===== src/hdl/fwec_pkg.sv =====
// constants shared by the flash write and erase sequencer
`default_nettype none
package fwec_pkg;
	// register byte offsets on the bus
	localparam logic [7:0] OFS_STORE_CTRL = 8'h00;
	localparam logic [7:0] OFS_FLASH_SCALE = 8'h04;
	localparam logic [7:0] OFS_BANK = 8'h08;
	localparam logic [7:0] OFS_CACHE_CTRL = 8'h0C;
	localparam logic [7:0] OFS_STATUS = 8'h10;
	// field positions
	localparam int SWE_BIT = 0;
	localparam int SEE_BIT = 1;
	localparam int SSEL_BIT = 2;
	localparam int UFE_BIT = 0;
	localparam int BLK_BIT = 0;
	localparam int BUSY_BIT = 0;
	localparam int BANK_LSB = 4;
	localparam int BANK_MSB = 5;
	localparam int PAGE_LSB = 10;
	localparam int SCR_PAGE_LSB = 7;
	// reset values
	localparam logic [2:0] STORE_CTRL_RST = 3'h0;
	localparam logic [1:0] BANK_RST = 2'h0;
	// address map
	localparam logic [17:0] SCR_BASE = 18'h20000;
	localparam logic [7:0] RSV_PAGE = 8'h7F;
	localparam logic [15:0] SCR_BOTH_ADDR = 16'h0400;
	localparam logic [1:0] LAST_LANE = 2'h3;
	localparam logic [7:0] ERASED_BYTE = 8'hFF;
	// timing
	localparam int CLK_MHZ = 40;
	localparam int ERASE_TIME_US = 10000;
	localparam int PROG_TIME_US = 40;
	localparam int ERASE_CYC = ERASE_TIME_US * CLK_MHZ;
	localparam int PROG_CYC = PROG_TIME_US * CLK_MHZ;
	localparam int CNT_W = 19;
	// sequencer states
	typedef enum logic [2:0] {
		ST_IDLE = 3'b001,
		ST_PROG = 3'b010,
		ST_ERASE = 3'b100
	} fwec_state_e;
endpackage
`default_nettype wire


===== src/hdl/fwec_flash_ctrl.sv =====
// flash write and erase sequencer with bus registers
//
// Register access over AHB-Lite and the register offsets are this design's own decisions.
`default_nettype none
// How it works
// - two 128-byte scratchpad sectors overlay flash at local 0x00-0x7F, 0x80-0xFF
// - scratchpad reached only while scratch_select is one
// - instruction fetches never map to the scratchpad
// - sectors erase singly; erase at 0x0400 with scratch_select erases both
// - addresses above 0x07FFF take their bank from bank_select, else bank 0
// - bank_select sits in bits 5 to 4 of the bank register
// - main pages are 1024 bytes; erase sets the whole page to 0xFF
// - erase starts on a data write with all three enables set
// - user_flash_enable gates every flash write and erase
// - store_erase_enable turns qualifying writes into page erases
// - store_write_enable steers data writes to flash, else to external RAM
// - block mode off: each write programs one byte at once
// - block mode on: four-byte code blocks, two-byte scratchpad blocks
// - a block program takes the same time as a byte program
// - code blocks written 00b to 11b; programming starts after 11b
// - scratchpad block is 0b then 1b; programming starts after 1b
// - flash is read by code reads; data writes are the only program path
// - flat 0x1FC00-0x1FFFF is reserved and never written or erased
// - busy reads one during an operation; fetches stall until it ends
// - programming only clears bits; only erase sets them
// - store_write_enable holds until cleared; data reads go to external RAM
module fwec_flash_ctrl #(
	parameter int ERASE_CYCLES = fwec_pkg::ERASE_CYC
) (
	input wire logic mclk_i, // system clock
	input wire logic nrst_i, // async reset, low
	input wire logic hsel_i, // ahb select
	input wire logic [31:0] haddr_i, // ahb address
	input wire logic [1:0] htrans_i, // ahb transfer type
	input wire logic hwrite_i, // ahb write
	input wire logic [2:0] hsize_i, // ahb size
	input wire logic [31:0] hwdata_i, // ahb write data
	input wire logic hready_i, // ahb ready in
	output logic [31:0] hrdata_o, // ahb read data
	output logic hreadyout_o, // ahb ready out
	output logic hresp_o, // ahb response
	input wire logic dsw_i, // data-space write strobe
	input wire logic dsr_i, // data-space read strobe
	input wire logic [15:0] ds_addr_i, // data-space address
	input wire logic [7:0] ds_wdata_i, // data-space write byte
	output logic external_data_ram_we_o, // external ram write
	output logic external_data_ram_re_o, // external ram read
	output logic [15:0] external_data_ram_addr_o, // external ram address
	output logic [7:0] external_data_ram_wdata_o, // external ram data
	input wire logic cr_fetch_i, // code read is a fetch
	input wire logic [15:0] cr_addr_i, // code read address
	output logic [17:0] cr_addr_o, // flat code read address
	output logic stall_o, // fetch must wait
	output logic fl_prog_o, // program pulse
	output logic fl_erase_o, // erase pulse
	output logic fl_erase_both_o, // erase both scratch pages
	output logic [17:0] fl_addr_o, // flat op address
	output logic [31:0] fl_wdata_o, // program data
	output logic [3:0] fl_wmask_o, // program byte lanes
	output logic busy_o // operation running
);
	localparam int PROG_CYCLES = fwec_pkg::PROG_CYC;
	localparam logic [fwec_pkg::CNT_W-1:0] ERASE_LOAD = fwec_pkg::CNT_W'(ERASE_CYCLES - 1);
	localparam logic [fwec_pkg::CNT_W-1:0] PROG_LOAD = fwec_pkg::CNT_W'(PROG_CYCLES - 1);

	// core address to flat flash address
	function automatic logic [17:0] map_addr(input logic [15:0] a, input logic [1:0] bank,
		input logic ssel);
		logic [17:0] f;
		f = {3'h0, a[14:0]};
		if (ssel) begin
			f = fwec_pkg::SCR_BASE | {10'h0, a[7:0]};
		end else if (a[15]) begin
			f = {1'b0, bank, a[14:0]};
		end
		return f;
	endfunction

	// control registers
	logic swe_r, see_r, ssel_r, ufe_r, blk_r;
	logic [1:0] bank_r;
	logic swe_nxt, see_nxt, ssel_nxt, ufe_nxt, blk_nxt;
	logic [1:0] bank_nxt;
	logic wr_pend_r, wr_pend_nxt;
	logic [7:0] waddr_r, waddr_nxt;
	logic [31:0] rdata_r, rdata_nxt;
	logic addr_ok;

	// sequencer state
	fwec_pkg::fwec_state_e state_r, state_nxt;
	logic [fwec_pkg::CNT_W-1:0] cnt_r, cnt_nxt;
	logic [17:0] fa_r, fa_nxt;
	logic [31:0] fd_r, fd_nxt, buf_r, buf_nxt;
	logic [3:0] fm_r, fm_nxt, bm_r, bm_nxt;
	logic both_r, both_nxt;
	logic xwe_r, xre_r;
	logic [15:0] xaddr_r;
	logic [7:0] xdata_r;

	// decoded data-space write
	logic [17:0] flat;
	logic [1:0] lane;
	logic fwr, op_ok, reserved, last;

	assign addr_ok = hsel_i & hready_i & htrans_i[1];
	assign busy_o = (state_r != fwec_pkg::ST_IDLE);
	assign fl_prog_o = (state_r == fwec_pkg::ST_PROG);
	assign fl_erase_o = (state_r == fwec_pkg::ST_ERASE);
	assign fl_erase_both_o = both_r;
	assign fl_addr_o = fa_r;
	assign fl_wdata_o = fd_r;
	assign fl_wmask_o = fm_r;
	assign hrdata_o = rdata_r;
	assign hreadyout_o = 1'b1; // zero wait states, no stall path needed
	assign hresp_o = 1'b0;
	assign external_data_ram_we_o = xwe_r;
	assign external_data_ram_re_o = xre_r;
	assign external_data_ram_addr_o = xaddr_r;
	assign external_data_ram_wdata_o = xdata_r;

	// fetches ignore scratch_select so code never runs from the scratchpad
	assign cr_addr_o = map_addr(cr_addr_i, bank_r, ssel_r & ~cr_fetch_i);
	assign stall_o = cr_fetch_i & busy_o;

	// bus register file: address phase sampled, write applied in data phase
	always_comb begin
		swe_nxt = swe_r;
		see_nxt = see_r;
		ssel_nxt = ssel_r;
		ufe_nxt = ufe_r;
		blk_nxt = blk_r;
		bank_nxt = bank_r;
		wr_pend_nxt = addr_ok & hwrite_i;
		waddr_nxt = haddr_i[7:0];
		rdata_nxt = 32'h0;
		if (wr_pend_r) begin
			if (waddr_r == fwec_pkg::OFS_STORE_CTRL) begin
				swe_nxt = hwdata_i[fwec_pkg::SWE_BIT];
				see_nxt = hwdata_i[fwec_pkg::SEE_BIT];
				ssel_nxt = hwdata_i[fwec_pkg::SSEL_BIT];
			end else if (waddr_r == fwec_pkg::OFS_FLASH_SCALE) begin
				ufe_nxt = hwdata_i[fwec_pkg::UFE_BIT];
			end else if (waddr_r == fwec_pkg::OFS_BANK) begin
				bank_nxt = hwdata_i[fwec_pkg::BANK_MSB:fwec_pkg::BANK_LSB];
			end else if (waddr_r == fwec_pkg::OFS_CACHE_CTRL) begin
				blk_nxt = hwdata_i[fwec_pkg::BLK_BIT];
			end
		end
		// read data is latched at the address phase; unmapped reads give zero
		if (addr_ok & ~hwrite_i) begin
			if (haddr_i[7:0] == fwec_pkg::OFS_STORE_CTRL) begin
				rdata_nxt[fwec_pkg::SWE_BIT] = swe_r;
				rdata_nxt[fwec_pkg::SEE_BIT] = see_r;
				rdata_nxt[fwec_pkg::SSEL_BIT] = ssel_r;
			end else if (haddr_i[7:0] == fwec_pkg::OFS_FLASH_SCALE) begin
				rdata_nxt[fwec_pkg::UFE_BIT] = ufe_r;
			end else if (haddr_i[7:0] == fwec_pkg::OFS_BANK) begin
				rdata_nxt[fwec_pkg::BANK_MSB:fwec_pkg::BANK_LSB] = bank_r;
			end else if (haddr_i[7:0] == fwec_pkg::OFS_CACHE_CTRL) begin
				rdata_nxt[fwec_pkg::BLK_BIT] = blk_r;
			end else if (haddr_i[7:0] == fwec_pkg::OFS_STATUS) begin
				rdata_nxt[fwec_pkg::BUSY_BIT] = busy_o;
			end
		end
	end

	// register file flops
	always_ff @(posedge mclk_i or negedge nrst_i) begin
		if (!nrst_i) begin
			{ssel_r, see_r, swe_r} <= fwec_pkg::STORE_CTRL_RST;
			ufe_r <= 1'b0;
			blk_r <= 1'b0;
			bank_r <= fwec_pkg::BANK_RST;
			wr_pend_r <= 1'b0;
			waddr_r <= 8'h00;
			rdata_r <= 32'h0;
		end else begin
			swe_r <= swe_nxt;
			see_r <= see_nxt;
			ssel_r <= ssel_nxt;
			ufe_r <= ufe_nxt;
			blk_r <= blk_nxt;
			bank_r <= bank_nxt;
			wr_pend_r <= wr_pend_nxt;
			waddr_r <= waddr_nxt;
			rdata_r <= rdata_nxt;
		end
	end

	// decode of one data-space write
	assign flat = map_addr(ds_addr_i, bank_r, ssel_r);
	assign fwr = dsw_i & swe_r;
	assign reserved = ~ssel_r & (flat[17:10] == fwec_pkg::RSV_PAGE);
	// writes landing while busy are dropped; the core is stalled then anyway
	assign op_ok = fwr & ufe_r & ~reserved & ~busy_o;
	assign lane = ssel_r ? {1'b0, ds_addr_i[0]} : ds_addr_i[1:0];
	assign last = ssel_r ? ds_addr_i[0] : (ds_addr_i[1:0] == fwec_pkg::LAST_LANE);

	// sequencer next state
	always_comb begin
		state_nxt = state_r;
		cnt_nxt = cnt_r;
		fa_nxt = fa_r;
		fd_nxt = fd_r;
		fm_nxt = fm_r;
		both_nxt = both_r;
		buf_nxt = buf_r;
		bm_nxt = bm_r;
		case (state_r)
			fwec_pkg::ST_IDLE: begin
				both_nxt = 1'b0;
				if (op_ok & see_r) begin
					// erase: whole page goes to ones
					state_nxt = fwec_pkg::ST_ERASE;
					cnt_nxt = ERASE_LOAD;
					fd_nxt = {4{fwec_pkg::ERASED_BYTE}};
					fm_nxt = 4'hF;
					if (ssel_r) begin
						fa_nxt = {flat[17:fwec_pkg::SCR_PAGE_LSB], 7'h0};
						if (ds_addr_i == fwec_pkg::SCR_BOTH_ADDR) begin
							fa_nxt = fwec_pkg::SCR_BASE;
							both_nxt = 1'b1;
						end
					end else begin
						fa_nxt = {flat[17:fwec_pkg::PAGE_LSB], 10'h0};
					end
				end else if (op_ok & ~blk_r) begin
					// single byte programs straight after its write
					state_nxt = fwec_pkg::ST_PROG;
					cnt_nxt = PROG_LOAD;
					fa_nxt = flat;
					fd_nxt = {4{fwec_pkg::ERASED_BYTE}};
					fd_nxt[flat[1:0]*8 +: 8] = ds_wdata_i;
					fm_nxt = 4'h0;
					fm_nxt[flat[1:0]] = 1'b1;
				end else if (op_ok) begin
					// block: gather by lane, fire on the final address only
					buf_nxt[lane*8 +: 8] = ds_wdata_i;
					bm_nxt[lane] = 1'b1;
					if (last) begin
						state_nxt = fwec_pkg::ST_PROG;
						cnt_nxt = PROG_LOAD;
						fa_nxt = ssel_r ? {flat[17:1], 1'b0} : {flat[17:2], 2'b00};
						fm_nxt = bm_nxt;
						// lanes never written stay all ones so programming leaves them
						for (int i = 0; i < 4; i++) begin
							fd_nxt[i*8 +: 8] = bm_nxt[i] ? buf_nxt[i*8 +: 8]
								: fwec_pkg::ERASED_BYTE;
						end
						bm_nxt = 4'h0;
						buf_nxt = 32'h0;
					end
				end
			end
			fwec_pkg::ST_PROG, fwec_pkg::ST_ERASE: begin
				// busy holds until the internal count runs out
				if (cnt_r == '0) begin
					state_nxt = fwec_pkg::ST_IDLE;
				end else begin
					cnt_nxt = cnt_r - 1'b1;
				end
			end
			default: begin
				state_nxt = fwec_pkg::ST_IDLE;
			end
		endcase
	end

	// sequencer flops
	always_ff @(posedge mclk_i or negedge nrst_i) begin
		if (!nrst_i) begin
			state_r <= fwec_pkg::ST_IDLE;
			cnt_r <= '0;
			fa_r <= 18'h0;
			fd_r <= 32'h0;
			fm_r <= 4'h0;
			both_r <= 1'b0;
			buf_r <= 32'h0;
			bm_r <= 4'h0;
		end else begin
			state_r <= state_nxt;
			cnt_r <= cnt_nxt;
			fa_r <= fa_nxt;
			fd_r <= fd_nxt;
			fm_r <= fm_nxt;
			both_r <= both_nxt;
			buf_r <= buf_nxt;
			bm_r <= bm_nxt;
		end
	end

	// external ram path: reads always go here, writes when flash is not chosen
	always_ff @(posedge mclk_i or negedge nrst_i) begin
		if (!nrst_i) begin
			xwe_r <= 1'b0;
			xre_r <= 1'b0;
			xaddr_r <= 16'h0;
			xdata_r <= 8'h0;
		end else begin
			xwe_r <= dsw_i & ~swe_r;
			xre_r <= dsr_i;
			xaddr_r <= ds_addr_i;
			xdata_r <= ds_wdata_i;
		end
	end

	// checks
	a_fetch_stall: assert property (@(posedge mclk_i) disable iff (!nrst_i)
		cr_fetch_i && busy_o && cnt_r != '0 |=> !cr_fetch_i || stall_o)
		else $error("fetch not stalled during flash op");
	a_op_source: assert property (@(posedge mclk_i) disable iff (!nrst_i)
		$rose(busy_o) |-> $past(dsw_i && swe_r && ufe_r))
		else $error("flash op without enabled data write");
	a_fetch_main: assert property (@(posedge mclk_i) disable iff (!nrst_i)
		cr_fetch_i |-> !cr_addr_o[17])
		else $error("fetch reached scratchpad");
	a_gate_off: assert property (@(posedge mclk_i) disable iff (!nrst_i)
		dsw_i && !ufe_r && !busy_o |=> !busy_o)
		else $error("flash op without user enable");
	a_ram_route: assert property (@(posedge mclk_i) disable iff (!nrst_i)
		dsw_i && !swe_r |=> external_data_ram_we_o && !$rose(busy_o))
		else $error("ram write misrouted");
	a_erase_start: assert property (@(posedge mclk_i) disable iff (!nrst_i)
		dsw_i && swe_r && see_r && ufe_r && !busy_o && !reserved |=> fl_erase_o && fl_addr_o[6:0] == 7'h0
			&& (fl_addr_o[17] || fl_addr_o[9:7] == 3'h0))
		else $error("erase did not start");
	a_bank_map: assert property (@(posedge mclk_i) disable iff (!nrst_i)
		op_ok && !see_r && !blk_r && !ssel_r && ds_addr_i[15] |=> fl_prog_o && fl_addr_o[16:15] == $past(bank_r))
		else $error("bank not applied");
	a_prog_load: assert property (@(posedge mclk_i) disable iff (!nrst_i)
		$rose(fl_prog_o) |-> cnt_r == PROG_LOAD ##1 fl_prog_o)
		else $error("program time wrong");
	a_pulse_end: assert property (@(posedge mclk_i) disable iff (!nrst_i)
		$fell(busy_o) |-> $past(cnt_r) == '0)
		else $error("pulse ended early");
	a_block_wait: assert property (@(posedge mclk_i) disable iff (!nrst_i)
		op_ok && !see_r && blk_r && !last |=> !fl_prog_o)
		else $error("block fired before last byte");
	a_scratch_addr: assert property (@(posedge mclk_i) disable iff (!nrst_i)
		op_ok && ssel_r && !blk_r |=> fl_addr_o[17] && fl_addr_o[16:8] == 9'h0)
		else $error("scratch address wrong");
	c_byte_prog: cover property (@(posedge mclk_i) disable iff (!nrst_i) $rose(fl_prog_o) && !blk_r);
	c_block_prog: cover property (@(posedge mclk_i) disable iff (!nrst_i) $rose(fl_prog_o) && blk_r);
	c_erase: cover property (@(posedge mclk_i) disable iff (!nrst_i) $rose(fl_erase_o));
	c_erase_both: cover property (@(posedge mclk_i) disable iff (!nrst_i) $rose(fl_erase_both_o));
endmodule
`default_nettype wire


===== config.mk =====
export PLATFORM = sky130hd
export DESIGN_NAME = fwec_flash_ctrl
export DESIGN_NICKNAME = d
export VERILOG_FILES = /design/src/hdl/fwec_pkg.sv /design/src/hdl/fwec_flash_ctrl.sv
export SDC_FILE = /design/constraint.sdc
export NUM_CORES = 1
export LEC_CHECK = 0
export BUFFER_PORTS_ARGS = -buffer_cell sky130_fd_sc_hd__buf_4
export CAP_MARGIN = 5
export CELL_PAD_IN_SITES_DETAIL_PLACEMENT = 1
export CELL_PAD_IN_SITES_GLOBAL_PLACEMENT = 2
export CORE_AREA = 8 8 144 247
export DETAILED_ROUTE_END_ITERATION = 10
export DIE_AREA = 0 0 152 255
export GPL_TIMING_DRIVEN = 0
export PLACE_DENSITY_LB_ADDON = 0.1
export SYNTH_ARGS = -nofsm -noshare
export SYNTH_HDL_FRONTEND = slang
export SYNTH_SLANG_ARGS = --single-unit
export TNS_END_PERCENT = 5

===== constraint.sdc =====
create_clock -name mclk_i -period 3.5 [get_ports mclk_i]
set_input_delay 0.525 -clock mclk_i [delete_from_list [all_inputs] [get_ports mclk_i]]
set_output_delay 0.525 -clock mclk_i [all_outputs]
set_load 0.01 [all_outputs]

# After elaboration in Yosys (flattened, before gate mapping)
# Index checks and enable logic that the tools add are counted.
[totals]
register_bits = 160
latch_bits = 0
ramBits = 0
romBits = 0
input_bits = 117
out_inout_bits = 137
word_cells = 154
memories = 0
[op_classes]
n_addsub = 3
mul = 0
n_div = 0
magnitude_cmp = 4
n_eq_ne = 18
n_shift = 4
mux = 58
bitwise_logic = 29
n_reduce_logical = 17
[ops]
columns = ["op", "n"]
rows = [
  ["2-to-1 mux 32 bit", 5],
  ["2-to-1 mux 18 bit", 8],
  ["2-to-1 mux 19 bit", 5],
  ["negation 5 -> 34 bit", 2],
  ["variable shift 8 x 34 -> 32 bit, first input constant", 2],
  ["indexed part select 8 x 34 -> 32 bit", 2],
  ["one-hot mux 19 bit (2 select lines)", 1],
  ["2-to-1 mux 17 bit", 2],
  ["bitwise mux 32 bit", 1],
  ["== test 8 x 4 -> 1 bit, second input constant", 4],
  ["2-to-1 mux 8 bit", 4],
  ["NOT 32 bit", 1],
  ["OR 32 bit", 1],
  ["2-to-1 mux 4 bit", 5],
  ["zero test 19 bit", 1],
  ["subtractor 19 x 1 -> 19 bit, second input constant", 1],
  ["2-to-1 mux 3 bit", 6],
  ["== test 16 x 11 -> 1 bit, second input constant", 1],
  ["== test 8 x 3 -> 1 bit, second input constant", 2],
  ["zero test 8 bit", 2],
  ["AND 1 bit", 14],
  ["2-to-1 mux 2 bit", 7],
  ["NOT 1 bit", 12],
  ["AND reduction 4 bit", 3],
  ["other kinds (22)", 41],
]

# Logic depth before layout (Yosys ltp)
# Gate-level depths: netlist of run 1.
[logic_depth]
depth_word = 11
ltp_mapped = 11
ltp_nobuf = 8

# Worst setup path before layout of run 1
# OpenSTA, ideal clock, no wires.
[synth_timing]
kind = "input to register"
start = "in ds_addr_i[0]"
end = "reg buf_r[0]"
setup_ps = 66
arrival_ps = 3020
required_ps = 3434
setup_slack_ps = 414
cell_stages = 8
path_buffers = 3
path_cell_list = "clkbuf_1 -> clkinv_1 -> clkbuf_1 -> ha_1 -> nor4b_1 -> and2_1 -> buf_2 -> a22o_1"
[synth_via]
elab_chain_cells = 5
elab_cells_between_ends = 8
classes_between = "add/sub (1); eq/ne (1); shift (2); mux (4)"
[synth_lines]
columns = ["item", "line", "rtl"]
rows = [
  ["from (decl)", "fwec_flash_ctrl.sv:44", "input wire logic [15:0] ds_addr_i,"],
  ["2-to-1 mux 2 bit", "fwec_flash_ctrl.sv:196", "assign lane = ssel_r ? {1'b0, ds_addr_i[0]} : ds_addr_i[1:0];"],
  ["negation 5 -> 34 bit", "fwec_flash_ctrl.sv:238", "buf_nxt[lane*8 +: 8] = ds_wdata_i;"],
  ["indexed part select 8 x 34 -> 32 bit / variable shift 8 x 34 -> 32 bit (equally long branches)", "fwec_flash_ctrl.sv:238", ""],
  ["bitwise mux 32 bit", "fwec_flash_ctrl.sv:238", ""],
  ["2-to-1 mux 32 bit *", "fwec_flash_ctrl.sv:240", "if (last) begin"],
  ["to (signal assigned)", "fwec_flash_ctrl.sv:287", "buf_r <= buf_nxt;"],
  ["to (decl)", "fwec_flash_ctrl.sv:93", "logic [31:0] fd_r, fd_nxt, buf_r, buf_nxt;"],
]
# Every way passes the cells marked *; elsewhere a longest branch is shown, timed or not.
# A chain may end at the register's enable or synchronous reset.

# Worst setup path after layout of run 1
[layout_timing]
start = "reg ssel_r"
end = "reg fd_r[28] (netlist: fl_wdata_o[28])"
[layout_via]
elab_chain_cells = 11
elab_cells_between_ends = 34
classes_between = "add/sub (2); order compare (2); eq/ne (1); shift (4); mux (11); bitwise (10); reduce/logical (4)"
[layout_lines]
columns = ["item", "line", "rtl"]
rows = [
  ["from (decl)", "fwec_flash_ctrl.sv:80", "logic swe_r, see_r, ssel_r, ufe_r, blk_r;"],
  ["from (signal assigned)", "fwec_flash_ctrl.sv:170", "{ssel_r, see_r, swe_r} <= fwec_pkg::STORE_CTRL_RST;"],
  ["from (signal assigned)", "fwec_flash_ctrl.sv:180", "ssel_r <= ssel_nxt;"],
  ["branches (longest 11 deep; another with negation 5 -> 34 bit)", "--", ""],
  ["to (signal assigned)", "fwec_flash_ctrl.sv:284", "fd_r <= fd_nxt;"],
  ["to (decl)", "fwec_flash_ctrl.sv:93", ""],
]
# Several ways; the timed one is not identified. The select of a mux whose other input is x is not followed.

==> results.yml, run 1 <==
die:
  start_util_pct: 24.6
  io_pins: 254
  die_w_um: 152
  coreArea_mm2: 0.0321
  die_h_um: 255
  row_count: 87
  die_area_mm2: 0.0388
layout:
  drive_above_1_share_pct: 27.6
  final_cell_mix: "buf_4, dfrtp_1, nand2_1, nor2_1, a21oi_1"
  final_core_util_pct: 32.3
  area_growth_pct: 31.4
  antenna_cells: 0
  final_common_cell: "buf_4"
  post-route-cell-area_mm2: 0.0104
  final_nets: 1114
critical_path:
  cp_data_required_time_ns: 3.83
  cp_max_fo: 10
  r2r_slack_ns: 0.28
  cp-start-kind: "flip-flop"
  critPathKind: "flip-flop to flip-flop"
  reg2reg_depth: 11
  worst_setup_path_end_kind: "flip-flop"
  cp_data_arrival_time_ns: 3.55
place:
  place_area_mm2: 0.00976
  post-place-ws_ns: -0.724
  globalplace.congestion: 0.759
  port-buffer-count: 161
  hpwl_um: 22200
power_and_ir_drop:
  p_per_area_mw_per_mm2: 404
  p_leak_nw: 4.78
  ir_drop_mv: 0.346
cts:
  clk_latency_ns: 0.46
  cts_tree: "done"
  cts-root-buf: "clkbuf_16"
  numCtsBuffers: 17
  htree_levels: 4
  ctsHoldBuffers: 0
  clk_pin_slew_ns: 0.07
  cts_max_path_buffers: 2
  clock_sinks: 160
synthesis:
  synth-seq-cells: 160
  synth_warnings: 0
  synth_area_mm2: 0.00791
  async_reset_ff_share_pct: 100
  synth_edf_count: 0
  synth_cell_types: 69
  yosysSeqAreaShare_pct: 50.7
  synth.avg_cell_area_um2: 10.3
  syn_inst: 770
  ys.flop_type: "dfrtp_1"
routing:
  dr.pass1.iters: 4
  drt_iter0_markers: 242
  routedWlPerCell_um: 21.1
  routed_via_density: 4.77
  wirelength_um: 29400
  num_vias: 6645
  ant_nets: 0
  drc_errors: 0
sta:
  fmaxAchievable_mhz: 311
  finalSetupViolCount: 0
  slew_headroom_pct: 30.3
  hold_viol_final: 0
  timing.hold.ws_ns: 0.0183
  worstMarginPinSlew_ns: 1.04
  finalMaxSlewViolations: 0
  setup_tns_ns: 0
  rsz0062_at_grt: "true"
  period_share_pct: 91.9
  worst_slack_ns: 0.283
  skew_ns: 0.0126
  fin_crit_ns: 3.22
global_routing:
  grt_pass1_vias: 7198
  grt_pass1_wl_um: 45200
  antenna_found_initial: 0
  grt-ovfl-total: 0
  grt_start_max_net_pins: 92
  track_usage_pct: 15.4
flow_run:
  maxCapViolCount: 0
min_path:
  hp-class: "input pin to async pin"
outcome:
  status: "complete, no violations"
## timing repair
action	in CTS	in global routing
setup buffers	1	0
setup endpoints to repair	13	18
pin swaps	1	0
resized for setup	2	3
## cell families (layout without fill, tap and decap cells)
kind of cell | Yosys count | in the layout | share of synthesized area (%)
buf+inv | 117 | 313 | 8.09
fa+ha+maj | 17 | 17 | 2.69
xor+xnor | 1 | 1 | 0.111
compound gates | 207 | 207 | 18.3
mux | 44 | 44 | 5.68
flops | 160 | 160 | 50.7
other cells | 2 | 29 | 0.0950
simple gates | 222 | 222 | 14.4
## cell usage after synthesis (3+ instances only)
cell,instances,area [um2]
nand2_1,76,285
inv_1,39,146
ha_1,17,213
a221o_1,8,80.1
a31oi_1,7,43.8
nor4_1,4,25.0
a22o_1,13,114
buf_1,4,15.0
a32o_1,10,100
nor3_1,11,55.1
o21ai_1,19,95.1
buf_4,38,285
o31ai_1,4,30.0
or2_2,4,25.0
nand3_1,20,100
mux2i_1,37,370
clkinv_1,3,11.3
and2_1,15,93.8
clkbuf_1,16,60.1
nor2b_1,6,37.5
a21oi_1,40,200
o22a_1,4,35.0
o2bb2ai_1,16,140
or3_1,4,25.0
o21ai_0,38,190
o22ai_1,5,31.3
buf_2,12,60.1
nor4b_1,3,26.3
o221ai_1,24,210
nor2_1,55,206
mux2_1,6,67.6
dfrtp_1,159,3980
nand2b_1,5,31.3
## worst paths after layout
path / startpoint / endpoint
max reg2reg: ssel_r / fl_wdata_o[28]
max: ssel_r / fl_wdata_o[28]
min reg2reg: fl_addr_o[14] / fl_addr_o[14]
min: nrst_i / fl_addr_o[13]
max in group asynchronous: nrst_i / fl_wdata_o[15]
min in group mclk_i: dsr_i / external_data_ram_re_o
## power by group
group | internal, mW | leakage (nW) | total, mW | switching (mW)
registers | 1.87 | 2.08 | 1.88 | 0.00933
clock network | 1.13 | 0.295 | 1.98 | 0.850
logic | 0.136 | 2.40 | 0.340 | 0.204
## worst max-delay path, cell delays in order (launching register included)
cell	delay, ns
dfrtp_1	0.32
clkbuf_1	0.45
clkinv_2	0.34
nand2_1	0.27
inv_1	0.15
ha_1	0.21
clkbuf_1	0.23
or3b_1	0.22
buf_1	0.36
o221ai_1	0.20
mux2i_1	0.23
a21oi_1	0.10
## registers in the layout (all words and copies together), names as in the netlist, 2 cells and up
| register | cells |
|---|---|
| buf_r | 32 |
| fl_wdata_o | 32 |
| cnt_r | 19 |
| fl_addr_o | 18 |
| external_data_ram_addr_o | 16 |
| external_data_ram_wdata_o | 8 |
| waddr_r | 8 |
| hrdata_o | 5 |
| bm_r | 4 |
| fl_wmask_o | 4 |
| state_r | 3 |
| bank_r | 2 |
## routing by layer
metal	vias up	global-route usage [%]	part of all wire, %
met2	131	30.2	57
met3	28	3.01	3.0
met5	-	0	0
met1	3377	15.8	38
met4	0	5.97	2.3
li1	3109	-	-
## metrics by stage
step | std cells | power [mW]
6_report | 1393 | 4.20
3_5_place_dp | 1360 | 2.26
5_1_grt | 1393 | 4.38
3_3_place_gp | 1358 | 2.25
4_1_cts | 1393 | 4.29
2_1_floorplan | 797 | 2.05
## layout make-up
cell class | instances | area (um2)
clock buffers | 17 | 425
inverters | 43 | 163
flip-flops and latches | 160 | 4010
clock inverters | 15 | 181
repair buffers | 164 | 1260
well taps | 400 | 500
fillers | 3639 | 21700
plain buffers | 74 | 480
multi-input cells | 520 | 3370
No activity file was read; power rests on OpenSTA's default activity.
==> run 2: changes to the inputs <==
--- a/config.mk
+++ b/config.mk
@@ -13,7 +13,8 @@
 export DETAILED_ROUTE_END_ITERATION = 10
 export DIE_AREA = 0 0 152 255
 export GPL_TIMING_DRIVEN = 0
-export PLACE_DENSITY_LB_ADDON = 0.1
+export PLACE_DENSITY = 0.77
+export SLEW_MARGIN = 20
 export SYNTH_ARGS = -nofsm -noshare
 export SYNTH_HDL_FRONTEND = slang
 export SYNTH_SLANG_ARGS = --single-unit
==> run 2 against run 1 <==
  * Critical path type unchanged
  * First-iteration DRC count up 18%
  * Utilization up 0.078 points
  * Worst hold slack better by 0.16 ns
  * Sequential share of layout area down 0.093 points
  * Cell count up 0.14%
  * Clock-buffer cell count up 2
  * Sequential power about the same
  * Critical path depth unchanged
  * Fmax down 1.1%
  * Largest power group unchanged
  * Clock power down 3%
  * Flip-flop and latch count unchanged
==> results.yml, run 2 (synthesis gave the netlist of run 1 again) <==
layout:
  drive_above_1_share_pct: 27.3
  final_cell_mix: "buf_4, dfrtp_1, nand2_1, nor2_1, a21oi_1"
  final_nets: 1115
  final_core_util_pct: 32.4
  area_growth_pct: 31.7
  seq_area_mm2: 0.00401
  multiInputGateArea_mm2: 0.00338
  final_common_cell: "buf_4"
  n_fill_cell: 3630
global_routing:
  antenna_found_initial: 1
  grt_pass1_vias: 7330
  track_usage_pct: 14.3
  grt_pass1_wl_um: 42600
  grt-ovfl-total: 0
  grt_start_max_net_pins: 93
cts:
  clk_pin_slew_ns: 0.07
  clk_latency_ns: 0.45
  numCtsBuffers: 17
  cts_tree: "done"
  cts_max_path_buffers: 2
  cts-root-buf: "clkbuf_16"
  htree_levels: 4
  clock_sinks: 160
critical_path:
  cp_data_arrival_time_ns: 3.58
  r2r_slack_ns: 0.25
  crit_start: "ssel_r"
  cp_data_required_time_ns: 3.83
  cp-start-kind: "flip-flop"
  worst_setup_path_end_kind: "flip-flop"
  r2r-start: "ssel_r"
  critPathKind: "flip-flop to flip-flop"
  cp_max_fo: 10
die:
  die_h_um: 255
  die_w_um: 152
  start_util_pct: 24.6
  io_pins: 254
  row_count: 87
  die_area_mm2: 0.0388
  coreArea_mm2: 0.0321
sta:
  period_share_pct: 92.9
  finalSetupViolCount: 0
  worstMarginPinSlew_ns: 0.962
  fmaxAchievable_mhz: 307
  fin_crit_ns: 3.25
  rsz0062_at_grt: "true"
  finalMaxSlewViolations: 0
  timing.hold.ws_ns: 0.179
  skew_ns: 0.00784
  slew_headroom_pct: 35.6
  hold_viol_final: 0
routing:
  num_vias: 6655
  dr.pass1.iters: 4
  routed_via_density: 4.77
  ant_nets: 0
  drt_iter0_markers: 285
  drc_errors: 0
  routedWlPerCell_um: 19.7
  wirelength_um: 27500
min_path:
  hold_start: "dsr_i"
  hp-class: "input pin to flip-flop"
power_and_ir_drop:
  p_per_area_mw_per_mm2: 398
  ir_drop_mv: 0.281
  p_leak_nw: 4.78
  total_power_mw: 4.14
flow_run:
  maxCapViolCount: 0
place:
  port-buffer-count: 161
  globalplace.congestion: 0.808
  hpwl_um: 21300
outcome:
  status: "complete, no violations"
## run 2: power breakdown
| group | total (mW) | switching [mW] | internal (mW) | leakage [nW] |
|---|---|---|---|---|
| Sequential | 1.88 | 0.00825 | 1.87 | 2.08 |
| Combinational | 0.337 | 0.198 | 0.140 | 2.41 |
| Clock | 1.93 | 0.846 | 1.08 | 0.283 |
## run 2: cell type report
cell class | instances | share of cell area (%)
flip-flops and latches | 160 | 38.5
multi-input cells | 520 | 32.4
repair buffers | 165 | 12.4
well taps | 400 | 4.81
plain buffers | 74 | 4.60
clock buffers | 19 | 4.25
inverters | 43 | 1.56
clock inverters | 13 | 1.45
diodes | 1 | 0.0240
## run 2: through the flow
stage          setup slack (ns)  instance area (um2)  TNS (ns)  cells
2_1_floorplan             0.414                 8010         0    797
3_5_place_dp             -0.574                 9780    -21.12   1360
5_1_grt                 -0.0637                10400   -0.0784   1395
3_3_place_gp             -0.894                 9720    -25.43   1358
4_1_cts                 0.00790                10400         0   1394
6_report                  0.247                10400         0   1395
## run 2: path summary, 6_finish.rpt
| kind | end | cells past startpoint |
|---|---|---|
| setup / recovery | fl_wdata_o[25] | 11 |
| hold / removal | external_data_ram_re_o | 1 |
| setup reg to reg | fl_wdata_o[25] | 11 |
| hold reg to reg | fl_addr_o[3] | 2 |
| max in group asynchronous | state_r[0] | 4 |
| min in group asynchronous | external_data_ram_wdata_o[4] | 2 |
## run 2: repair_timing
item	CTS	global route
hold endpoints to repair	9	0
pin swaps	1	0
hold buffers	1	0
setup endpoints to repair	14	40
resized for setup	1	3
buffers inserted	1	0
## run 2: layer usage
layer	vias up	routed length, um	track usage [%]
met5	-	0	0
met1	3331	9870	13.5
li1	3104	-	-
met2	174	15500	28.4
met4	0	1010	7.11
met3	46	1060	3.47
## run 2: worst max-delay path, stage by stage, from the launching register on
cell and delay [ns]:
dfrtp_1 0.32, clkbuf_1 0.46, clkinv_2 0.37, nand2_1 0.27, inv_1 0.14, ha_1 0.21
clkbuf_1 0.23, or3b_1 0.22, buf_1 0.33, o221ai_1 0.19, mux2i_1 0.28, a21oi_1 0.11
